==> config.mk <==
export PLATFORM = sky130hd
export DESIGN_NAME = tpw_timer
export DESIGN_NICKNAME = d
export VERILOG_FILES = /design/src/verilog/tpw_pkg.sv /design/src/verilog/tpw_timer.sv /design/src/verilog/tpw_prescaler.sv /design/src/verilog/tpw_channel.sv
export SDC_FILE = /design/constraint.sdc
export NUM_CORES = 1
export LEC_CHECK = 0
export BUFFER_PORTS_ARGS = -buffer_cell sky130_fd_sc_hd__buf_2
export CAP_MARGIN = 10
export CORE_ASPECT_RATIO = 0.8
export CORE_MARGIN = 4
export CORE_UTILIZATION = 30
export DETAILED_ROUTE_END_ITERATION = 8
export HOLD_SLACK_MARGIN = 0.12
export SETUP_SLACK_MARGIN = 0.4
export SLEW_MARGIN = 30
export SYNTH_ARGS = -nofsm -noshare
export SYNTH_HDL_FRONTEND = slang
export SYNTH_SLANG_ARGS = --single-unit
==> constraint.sdc <==
create_clock -name mclk -period 4.5 [get_ports mclk]
set_clock_uncertainty 0.15 [all_clocks]
set_input_delay 0.45 -clock mclk [delete_from_list [all_inputs] [get_ports mclk]]
set_output_delay 0.45 -clock mclk [all_outputs]
set_load 0.005 [all_outputs]
==> src/verilog/tpw_pkg.sv <==
// constants shared by the 8-bit timer pwm waveform generator
`default_nettype none
package tpw_pkg;
   // ---------------------------------------------------------------
   // register offsets (byte addresses)
   // ---------------------------------------------------------------
   localparam logic [7:0] TPW_OFS_CTRL   = 8'h00;
   localparam logic [7:0] TPW_OFS_COUNT  = 8'h04;
   localparam logic [7:0] TPW_OFS_CMPA   = 8'h08;
   localparam logic [7:0] TPW_OFS_CMPB   = 8'h0c;
   localparam logic [7:0] TPW_OFS_STATUS = 8'h10;
   localparam logic [7:0] TPW_OFS_PORT   = 8'h14;
   // ---------------------------------------------------------------
   // field positions
   // ---------------------------------------------------------------
   localparam int TPW_CTRL_WAVE_LSB = 0;
   localparam int TPW_CTRL_ACTA_LSB = 4;
   localparam int TPW_CTRL_ACTB_LSB = 6;
   localparam int TPW_CTRL_CLK_LSB  = 8;
   localparam int TPW_ST_OVF        = 0;
   localparam int TPW_ST_MATCHA     = 1;
   localparam int TPW_ST_MATCHB     = 2;
   localparam int TPW_PORT_DIRA     = 0;
   localparam int TPW_PORT_DIRB     = 1;
   localparam int TPW_PORT_DATA     = 2;
   localparam int TPW_PORT_DATB     = 3;
   // ---------------------------------------------------------------
   // reset values and fixed levels
   // ---------------------------------------------------------------
   localparam logic [31:0] TPW_RST_REG = 32'h0000_0000;
   localparam logic [7:0]  TPW_MAX     = 8'hff;
   localparam logic [7:0]  TPW_BOTTOM  = 8'h00;
   // ---------------------------------------------------------------
   // waveform modes, output actions, prescale choices
   // ---------------------------------------------------------------
   localparam logic [2:0] TPW_WAVE_NORMAL = 3'h0;
   localparam logic [2:0] TPW_WAVE_PC_FF  = 3'h1;
   localparam logic [2:0] TPW_WAVE_CTC    = 3'h2;
   localparam logic [2:0] TPW_WAVE_FP_FF  = 3'h3;
   localparam logic [2:0] TPW_WAVE_PC_OCA = 3'h5;
   localparam logic [2:0] TPW_WAVE_FP_OCA = 3'h7;
   localparam logic [1:0] TPW_ACT_OFF     = 2'h0;
   localparam logic [1:0] TPW_ACT_TOGGLE  = 2'h1;
   localparam logic [1:0] TPW_ACT_CLEAR   = 2'h2;
   localparam logic [1:0] TPW_ACT_SET     = 2'h3;
   localparam int TPW_PRESCALE_WIDTH = 10;
   localparam logic [9:0] TPW_DIV8    = 10'h007;
   localparam logic [9:0] TPW_DIV64   = 10'h03f;
   localparam logic [9:0] TPW_DIV256  = 10'h0ff;
   localparam logic [9:0] TPW_DIV1024 = 10'h3ff;
   typedef enum logic {TPW_UP, TPW_DOWN} tpw_dir_t;
endpackage
`default_nettype wire

==> src/verilog/tpw_timer.sv <==
// apb-mapped 8-bit timer with fast and phase correct pwm generation
//
// Local design decisions: the APB slave port and the placing of the registers.
`timescale 1ns/1ps
`default_nettype none
module tpw_timer
   import tpw_pkg::*;
(
   input  wire logic        mclk,
   input  wire logic        nrst,
   input  wire logic        psel,
   input  wire logic        penable,
   input  wire logic        pwrite,
   input  wire logic [7:0]  paddr,
   input  wire logic [31:0] pwdata,
   output logic [31:0]      prdata,
   output logic             pready,
   output logic             pslverr,
   output logic             waveOutA,
   output logic             waveOutB,
   output logic             pinOutA,
   output logic             pinOeA,
   output logic             pinOutB,
   output logic             pinOeB
);
   // ---------------------------------------------------------------
   // declarations
   // ---------------------------------------------------------------
   logic [2:0]  waveModeSelect_reg;
   logic [1:0]  actionModeA_reg;
   logic [1:0]  actionModeB_reg;
   logic [2:0]  clockSelect_reg;
   logic [7:0]  countValue_reg;
   logic [7:0]  countValue_next;
   tpw_dir_t    dir_reg;
   tpw_dir_t    dir_next;
   logic [7:0]  cmpABuf_reg;
   logic [7:0]  cmpBBuf_reg;
   logic [7:0]  cmpAActive_reg;
   logic [7:0]  cmpBActive_reg;
   logic        overflowFlag_reg;
   logic        matchFlagA_reg;
   logic        matchFlagB_reg;
   logic [3:0]  portCtrl_reg;
   logic        timerTick;
   logic        isFast;
   logic        isPhase;
   logic        isPwm;
   logic        isCtc;
   logic        waveModeBit2;
   logic [7:0]  topValue;
   logic        atTop;
   logic        atBottomTurn;
   logic        upPhase;
   logic        matchA;
   logic        matchB;
   logic        ovfEvent;
   logic        connectedA;
   logic        connectedB;
   logic        wrEn;
   logic        rdEn;
   logic        addrOk;
   logic        countWrite;

   // ---------------------------------------------------------------
   // mode decode
   // ---------------------------------------------------------------
   assign isFast = (waveModeSelect_reg == TPW_WAVE_FP_FF)
                   || (waveModeSelect_reg == TPW_WAVE_FP_OCA);
   assign isPhase = (waveModeSelect_reg == TPW_WAVE_PC_FF)
                    || (waveModeSelect_reg == TPW_WAVE_PC_OCA);
   assign isPwm = isFast || isPhase;
   assign isCtc = (waveModeSelect_reg == TPW_WAVE_CTC);
   assign waveModeBit2 = waveModeSelect_reg[2];

   // top from compare a only in modes 5 and 7 and ctc
   assign topValue = ((isPwm && waveModeBit2) || isCtc) ? cmpAActive_reg : TPW_MAX;
   assign atTop = (countValue_reg == topValue) && (!isPhase || dir_reg == TPW_UP);
   assign atBottomTurn = isPhase && (countValue_reg == TPW_BOTTOM) && (dir_reg == TPW_DOWN);
   // bottom belongs to the up slope so compare zero never sets on the way down
   assign upPhase = (dir_reg == TPW_UP) || (countValue_reg == TPW_BOTTOM);
   assign matchA = (countValue_reg == cmpAActive_reg);
   assign matchB = (countValue_reg == cmpBActive_reg);

   // ---------------------------------------------------------------
   // apb slave
   // ---------------------------------------------------------------
   assign addrOk = (paddr == TPW_OFS_CTRL) || (paddr == TPW_OFS_COUNT)
                   || (paddr == TPW_OFS_CMPA) || (paddr == TPW_OFS_CMPB)
                   || (paddr == TPW_OFS_STATUS) || (paddr == TPW_OFS_PORT);
   assign pready  = 1'b1;
   assign pslverr = psel && penable && !addrOk;
   assign wrEn = psel && penable && pwrite && addrOk;
   assign rdEn = psel && penable && !pwrite;
   assign countWrite = wrEn && (paddr == TPW_OFS_COUNT);

   always_ff @(posedge mclk or negedge nrst)
   begin
      if (!nrst)
         prdata <= TPW_RST_REG;
      else if (rdEn)
      begin
         unique case (paddr)
            TPW_OFS_CTRL:   prdata <= {21'h0, clockSelect_reg, actionModeB_reg, actionModeA_reg,
                                       1'b0, waveModeSelect_reg};
            TPW_OFS_COUNT:  prdata <= {24'h000000, countValue_reg};
            TPW_OFS_CMPA:   prdata <= {24'h000000, cmpABuf_reg};
            TPW_OFS_CMPB:   prdata <= {24'h000000, cmpBBuf_reg};
            TPW_OFS_STATUS: prdata <= {29'h0, matchFlagB_reg, matchFlagA_reg, overflowFlag_reg};
            TPW_OFS_PORT:   prdata <= {28'h0000000, portCtrl_reg};
            default:        prdata <= TPW_RST_REG;
         endcase
      end
   end

   // ---------------------------------------------------------------
   // control registers
   // ---------------------------------------------------------------
   always_ff @(posedge mclk or negedge nrst)
   begin
      if (!nrst)
      begin
         waveModeSelect_reg <= TPW_RST_REG[2:0];
         actionModeA_reg    <= TPW_RST_REG[1:0];
         actionModeB_reg    <= TPW_RST_REG[1:0];
         clockSelect_reg    <= TPW_RST_REG[2:0];
      end
      else if (wrEn && paddr == TPW_OFS_CTRL)
      begin
         waveModeSelect_reg <= pwdata[TPW_CTRL_WAVE_LSB +: 3];
         actionModeA_reg    <= pwdata[TPW_CTRL_ACTA_LSB +: 2];
         actionModeB_reg    <= pwdata[TPW_CTRL_ACTB_LSB +: 2];
         clockSelect_reg    <= pwdata[TPW_CTRL_CLK_LSB +: 3];
      end
   end

   always_ff @(posedge mclk or negedge nrst)
   begin
      if (!nrst)
         portCtrl_reg <= TPW_RST_REG[3:0];
      else if (wrEn && paddr == TPW_OFS_PORT)
         portCtrl_reg <= pwdata[3:0];
   end

   // ---------------------------------------------------------------
   // compare buffers and active compare values
   // ---------------------------------------------------------------
   always_ff @(posedge mclk or negedge nrst)
   begin
      if (!nrst)
      begin
         cmpABuf_reg <= TPW_RST_REG[7:0];
         cmpBBuf_reg <= TPW_RST_REG[7:0];
      end
      else
      begin
         if (wrEn && paddr == TPW_OFS_CMPA)
            cmpABuf_reg <= pwdata[7:0];
         if (wrEn && paddr == TPW_OFS_CMPB)
            cmpBBuf_reg <= pwdata[7:0];
      end
   end

   // pwm loads only at top so a period never sees a half-updated compare
   always_ff @(posedge mclk or negedge nrst)
   begin
      if (!nrst)
      begin
         cmpAActive_reg <= TPW_RST_REG[7:0];
         cmpBActive_reg <= TPW_RST_REG[7:0];
      end
      else if (!isPwm || (timerTick && atTop))
      begin
         cmpAActive_reg <= cmpABuf_reg;
         cmpBActive_reg <= cmpBBuf_reg;
      end
   end

   // ---------------------------------------------------------------
   // prescaler
   // ---------------------------------------------------------------
   tpw_prescaler u_prescaler (
      .mclk        (mclk),
      .nrst        (nrst),
      .clockSelect (clockSelect_reg),
      .timerTick   (timerTick)
   );

   // ---------------------------------------------------------------
   // counter
   // ---------------------------------------------------------------
   always_comb
   begin
      countValue_next = countValue_reg;
      dir_next = dir_reg;
      if (isPhase)
      begin
         if (dir_reg == TPW_UP && countValue_reg >= topValue)
         begin
            dir_next = TPW_DOWN;
            countValue_next = countValue_reg - 8'h01;
         end
         else if (dir_reg == TPW_DOWN && countValue_reg == TPW_BOTTOM)
         begin
            dir_next = TPW_UP;
            countValue_next = 8'h01;
         end
         else if (dir_reg == TPW_UP)
            countValue_next = countValue_reg + 8'h01;
         else
            countValue_next = countValue_reg - 8'h01;
      end
      else
      begin
         dir_next = TPW_UP;
         if (countValue_reg == topValue)
            countValue_next = TPW_BOTTOM;
         else
            countValue_next = countValue_reg + 8'h01;
      end
   end

   // software write wins over a same-cycle tick
   always_ff @(posedge mclk or negedge nrst)
   begin
      if (!nrst)
      begin
         countValue_reg <= TPW_RST_REG[7:0];
         dir_reg        <= TPW_UP;
      end
      else if (countWrite)
         countValue_reg <= pwdata[7:0];
      else if (timerTick)
      begin
         countValue_reg <= countValue_next;
         dir_reg        <= dir_next;
      end
   end

   // ---------------------------------------------------------------
   // status flags, write one to clear, a new event beats the clear
   // ---------------------------------------------------------------
   always_comb
   begin
      if (isFast)
         ovfEvent = atTop;
      else if (isPhase)
         ovfEvent = atBottomTurn;
      else
         ovfEvent = (countValue_reg == TPW_MAX);
   end

   always_ff @(posedge mclk or negedge nrst)
   begin
      if (!nrst)
      begin
         overflowFlag_reg <= 1'b0;
         matchFlagA_reg   <= 1'b0;
         matchFlagB_reg   <= 1'b0;
      end
      else
      begin
         if (timerTick && ovfEvent)
            overflowFlag_reg <= 1'b1;
         else if (wrEn && paddr == TPW_OFS_STATUS && pwdata[TPW_ST_OVF])
            overflowFlag_reg <= 1'b0;
         if (timerTick && matchA)
            matchFlagA_reg <= 1'b1;
         else if (wrEn && paddr == TPW_OFS_STATUS && pwdata[TPW_ST_MATCHA])
            matchFlagA_reg <= 1'b0;
         if (timerTick && matchB)
            matchFlagB_reg <= 1'b1;
         else if (wrEn && paddr == TPW_OFS_STATUS && pwdata[TPW_ST_MATCHB])
            matchFlagB_reg <= 1'b0;
      end
   end

   // ---------------------------------------------------------------
   // compare output channels
   // ---------------------------------------------------------------
   tpw_channel u_chanA (
      .mclk         (mclk),
      .nrst         (nrst),
      .tick         (timerTick),
      .isFast       (isFast),
      .isPhase      (isPhase),
      .actionMode   (actionModeA_reg),
      .toggleOk     (waveModeBit2),
      .atTop        (atTop),
      .atBottomTurn (atBottomTurn),
      .upPhase      (upPhase),
      .match        (matchA),
      .cmpIsTop     (cmpAActive_reg == topValue),
      .waveOut      (waveOutA),
      .connected    (connectedA)
   );

   // channel b has no pwm toggle option
   tpw_channel u_chanB (
      .mclk         (mclk),
      .nrst         (nrst),
      .tick         (timerTick),
      .isFast       (isFast),
      .isPhase      (isPhase),
      .actionMode   (actionModeB_reg),
      .toggleOk     (1'b0),
      .atTop        (atTop),
      .atBottomTurn (atBottomTurn),
      .upPhase      (upPhase),
      .match        (matchB),
      .cmpIsTop     (cmpBActive_reg == topValue),
      .waveOut      (waveOutB),
      .connected    (connectedB)
   );

   // ---------------------------------------------------------------
   // port override
   // ---------------------------------------------------------------
   // the internal register keeps running even while the pin is an input
   assign pinOutA = connectedA ? waveOutA : portCtrl_reg[TPW_PORT_DATA];
   assign pinOutB = connectedB ? waveOutB : portCtrl_reg[TPW_PORT_DATB];
   assign pinOeA  = portCtrl_reg[TPW_PORT_DIRA];
   assign pinOeB  = portCtrl_reg[TPW_PORT_DIRB];
endmodule
`default_nettype wire

==> src/verilog/tpw_prescaler.sv <==
// prescaler producing the one-cycle timer tick enable
`timescale 1ns/1ps
`default_nettype none
module tpw_prescaler
   import tpw_pkg::*;
(
   input  wire logic       mclk,
   input  wire logic       nrst,
   input  wire logic [2:0] clockSelect,
   output logic            timerTick
);
   logic [9:0] preCnt_reg;
   logic [9:0] divMask;

   always_comb
   begin
      unique case (clockSelect)
         3'h2:    divMask = TPW_DIV8;
         3'h3:    divMask = TPW_DIV64;
         3'h4:    divMask = TPW_DIV256;
         3'h5:    divMask = TPW_DIV1024;
         default: divMask = 10'h000;
      endcase
   end

   // free running; the tick lands when all masked bits are ones
   always_ff @(posedge mclk or negedge nrst)
   begin
      if (!nrst)
         preCnt_reg <= 10'h000;
      else
         preCnt_reg <= preCnt_reg + 10'h001;
   end

   // select 0 and 6..7 stop the timer
   assign timerTick = (clockSelect != 3'h0) && (clockSelect <= 3'h5)
                      && ((preCnt_reg & divMask) == divMask);
endmodule
`default_nettype wire

==> src/verilog/tpw_channel.sv <==
// one compare output register with its set, clear and toggle actions
`timescale 1ns/1ps
`default_nettype none
module tpw_channel
   import tpw_pkg::*;
(
   input  wire logic       mclk,
   input  wire logic       nrst,
   input  wire logic       tick,
   input  wire logic       isFast,
   input  wire logic       isPhase,
   input  wire logic [1:0] actionMode,
   input  wire logic       toggleOk,
   input  wire logic       atTop,
   input  wire logic       atBottomTurn,
   input  wire logic       upPhase,
   input  wire logic       match,
   input  wire logic       cmpIsTop,
   output logic            waveOut,
   output logic            connected
);
   logic upSeen_reg;
   logic missedUp_reg;
   logic isPwm;
   logic inverted;
   logic upLevel;

   assign isPwm    = isFast || isPhase;
   assign inverted = (actionMode == TPW_ACT_SET);
   // level left behind by an up-count match
   assign upLevel  = inverted;

   // mode 1 in pwm is a toggle only where allowed, else disconnected
   assign connected = (actionMode != TPW_ACT_OFF)
                      && !(isPwm && actionMode == TPW_ACT_TOGGLE && !toggleOk);

   // ---------------------------------------------------------------
   // output register
   // ---------------------------------------------------------------
   always_ff @(posedge mclk or negedge nrst)
   begin
      if (!nrst)
         waveOut <= 1'b0;
      else if (tick && actionMode == TPW_ACT_TOGGLE)
      begin
         if (match && (!isPwm || toggleOk))
            waveOut <= !waveOut;
      end
      else if (tick && actionMode[1] && isFast)
      begin
         if (atTop)
            waveOut <= !inverted;
         else if (match)
            waveOut <= inverted;
      end
      else if (tick && actionMode[1] && isPhase)
      begin
         if (atTop && cmpIsTop)
            waveOut <= !inverted;
         else if (atBottomTurn && (match || missedUp_reg) && !cmpIsTop)
            waveOut <= upLevel;
         else if (match && !atTop)
            waveOut <= upPhase ? upLevel : !upLevel;
      end
      else if (tick && actionMode[1] && match)
         waveOut <= actionMode[0];
   end

   // ---------------------------------------------------------------
   // missed up-count match tracking
   // ---------------------------------------------------------------
   always_ff @(posedge mclk or negedge nrst)
   begin
      if (!nrst)
      begin
         upSeen_reg   <= 1'b0;
         missedUp_reg <= 1'b0;
      end
      else if (tick && isPhase)
      begin
         if (atBottomTurn)
            upSeen_reg <= match;
         else if (match && upPhase && !atTop)
            upSeen_reg <= 1'b1;
         if (atTop)
            missedUp_reg <= !upSeen_reg || cmpIsTop;
      end
   end
endmodule
`default_nettype wire

==> impl_metrics.env <==
export IMPL_max_slew_margin_pct=38.9
export IMPL_clock_sinks=85
export IMPL_endpoint_kind="flip-flop"
export IMPL_detail_route_antenna_nets=0
export IMPL_drv_cap=0
export IMPL_place_gp_congestion=0.878
export IMPL_yosysMostFrequentCell="dfrtp_1"
export IMPL_critPathMaxStageDelay_ps=530
export IMPL_synth_commonest_cells="dfrtp_1 (85), mux2_2 (52), nand2_1 (46), nor2_1 (39), clkbuf_1 (27)"
export IMPL_seq_area_frac_synth_pct=39.6
export IMPL_grt_pass1_wl_um=23900
export IMPL_synth_warnings=0
export IMPL_htree_levels=3
export IMPL_crit_chain="and2_1, nor2_2, nor2_1, ha_1, and3_1, a221o_1, a221o_1, o21a_1, a22o_1, a2111oi_2, nor3_1"
export IMPL_syn_area_per_cell_sq_um=9.95
export IMPL_fp_row_count=43
export IMPL_io_buffer_count=41
export IMPL_wire_per_inst_um=19.0
export IMPL_die_y_um=128
export IMPL_die_w_um=158
export IMPL_yosys_area_top_type="dfrtp_1"
export IMPL_ys_seq_elements=85
export IMPL_layout_filler_cells=1749
export IMPL_drt_drc_violations_left=0
export IMPL_area_growth_syn_to_layout_pct=11.8
export IMPL_setup_violations=0
export IMPL_dr_wl_met2_um=6700
export IMPL_ff2ff_setup_slack_ps=660
export IMPL_cts_buffers=9
export IMPL_first_pass_iters=5
export IMPL_nets=619
export IMPL_drtIter0Drc=372
export IMPL_drive_above_1_share_pct=23.8
export IMPL_status="finished, final reports clean"
export IMPL_grt_overflow=0
export IMPL_arrival_ps=3920
export IMPL_p_per_area_nw_per_um2=339
export IMPL_worst_pin_slew_ps=912
export IMPL_m1WireLength_um=6760
export IMPL_antenna_found_initial=0
export IMPL_dieArea_sq_um=20100
export IMPL_hold_class="in2reg"
export IMPL_grt_pass1_vias=4243
export IMPL_rsz0062_at_grt="no"
export IMPL_path_max_fanout=11
export IMPL_fmax_mhz=261
export IMPL_cts_root_buf="clkbuf_16"
export IMPL_clockBufferDepth=2
export IMPL_routed_via_density=5.55
export IMPL_postSynth_asyncResetShare_pct=100
export IMPL_grt_max_degree=86
export IMPL_synth_top_cells_by_area="dfrtp_1 (40%), mux2_2 (11%), xor2_1 (3.4%), buf_4 (3.2%), nand2_1 (3.2%)"
export IMPL_p_leak_nw=2.77
export IMPL_coreArea_sq_um=17500
export IMPL_synth_distinct_cells=69
export IMPL_antenna_cells=0
export IMPL_hpwl_um=10900
export IMPL_initial_core_util_pct=30.7
export IMPL_period_needed_ps=3840
export IMPL_routed_top_layer="met4"
export IMPL_period_share_pct=85.3
export IMPL_wl_met3_um=1410
export IMPL_cts_tree="done"
export IMPL_synthFlopType="dfrtp_1"
export IMPL_p_total_mw=2.04
export IMPL_finalWirelength_um=15000
export IMPL_crit_top_cell="a221o_1"
export IMPL_cpMaxStageDelayCell="a221o_1"
export IMPL_drv_slew=0
export IMPL_final_util_pct=34.4
export IMPL_largest_reg_flops=11
export IMPL_ir_worst_vdd_mv=0.223
export IMPL_fin_setup_tns_ps=0
export IMPL_grt_total_usage_pct=15.1
export IMPL_startpoint_type="flip-flop"
export IMPL_synth_area_sq_um=5380
export IMPL_netlist_area_leader_share_pct=39.6
export IMPL_cp_required_ps=4580
export IMPL_netlist_instances=540
export IMPL_critical_path_class="reg2reg"
export IMPL_synth_edf_count=0
export IMPL_path_clk_slew_ps=70
export IMPL_ioPinCount=85
export IMPL_hold_viol_final=0
export IMPL_clkLatencyLatePin_ps=350
export IMPL_num_vias=4402
==> cells by family (layout without fill, tap and decap cells) <==
group           after synthesis  count (layout)  share of synthesized area (%)
simple gates                171             171                           16.5
compound gates              113             113                           14.9
flops                        85              85                           39.6
mux                          64              64                           14.8
buf+inv                      63              71                           6.47
xor+xnor                     31              31                           5.05
fa+ha+maj                    11              11                           2.56
other cells                   2              22                          0.140
==> what timing repair did <==
action	CTS	global route
resized for setup	0	4
endpoints found under the hold margin	85	0
hold buffers	1	0
endpoints found under the setup margin	0	6
setup buffers	0	0
==> metrics by stage <==
stage | std cells | hold slack [ps] | instance area [sq um] | setup WS (ps)
3_5_place_dp | 776 | 324 | 5670 | 519
4_1_cts | 793 | 182 | 6000 | 524
3_3_place_gp | 776 | 305 | 5670 | 549
5_1_grt | 793 | 190 | 6010 | 487
6_report | 793 | 187 | 6010 | 661
2_1_floorplan | 560 | 4.41 | 5450 | 740
==> metal layers <==
metal / global-route usage (%) / vias to the layer above
met4: 3.29 / 0
met1: 22.1 / 2181
met3: 4.15 / 13
met5: 0 / -
li1: - / 1992
met2: 22.4 / 216
==> cells in the final DEF (no fill, tap or decap), types with 3 or more instances in the layout <==
cell	count
nor3_1	5
a22o_1	12
nand4_1	9
a211oi_1	3
o211ai_1	6
a221o_1	3
nand4b_1	5
nand2b_1	7
inv_1	6
conb_1	22
buf_4	7
a21oi_1	17
nor4_1	5
mux2i_1	4
xor2_1	21
o21ai_0	24
nand3_1	21
a21o_1	5
or2_2	4
o2111ai_1	5
nor2_1	38
ha_1	11
dfrtp_1	84
and3_1	9
nand2_1	46
mux4_2	7
xnor2_1	10
o21ai_1	3
clkbuf_16	9
buf_2	40
a31oi_1	8
nand3b_1	3
mux2_2	52
==> layout make-up <==
cell class | count | area (sq um) | area share, %
clock buffer | 9 | 225 | 3.75
multi-input combinational | 412 | 2990 | 49.7
clock inverter | 7 | 93.8 | 1.56
inverter | 6 | 22.5 | 0.375
timing repair buffer | 49 | 274 | 4.56
sequential | 85 | 2130 | 35.4
tap | 225 | 282 | 4.68
==> report_power, final <==
part	total [mW]	internal, mW	switching (mW)
clock	0.789	0.446	0.344
sequential	0.877	0.794	0.0837
combinational	0.375	0.158	0.217
==> worst paths after layout <==
| kind | from | cells after the start | end |
|---|---|---|---|
| worst max-delay path | waveModeSelect_reg[2] | 11 | countValue_reg[3] |
| worst min-delay path | pwdata[9] | 2 | clockSelect_reg[1] |
| worst max register to register | waveModeSelect_reg[2] | 11 | countValue_reg[3] |
| worst min register to register | prdata[4] | 2 | prdata[4] |
| max in group asynchronous | nrst | 2 | waveModeSelect_reg[2] |
| min in group asynchronous | nrst | 2 | cmpAActive_reg[7] |
==> worst max-delay path: cells and delay by family, from the launching register on <==
family | cells | cell delay, ps
DFF | 1 | 500
AOI/OAI and AO/OA | 5 | 1790
adders and majority gates | 1 | 310
and+or+nand+nor | 5 | 950
Power figures use the tool's default switching activity.
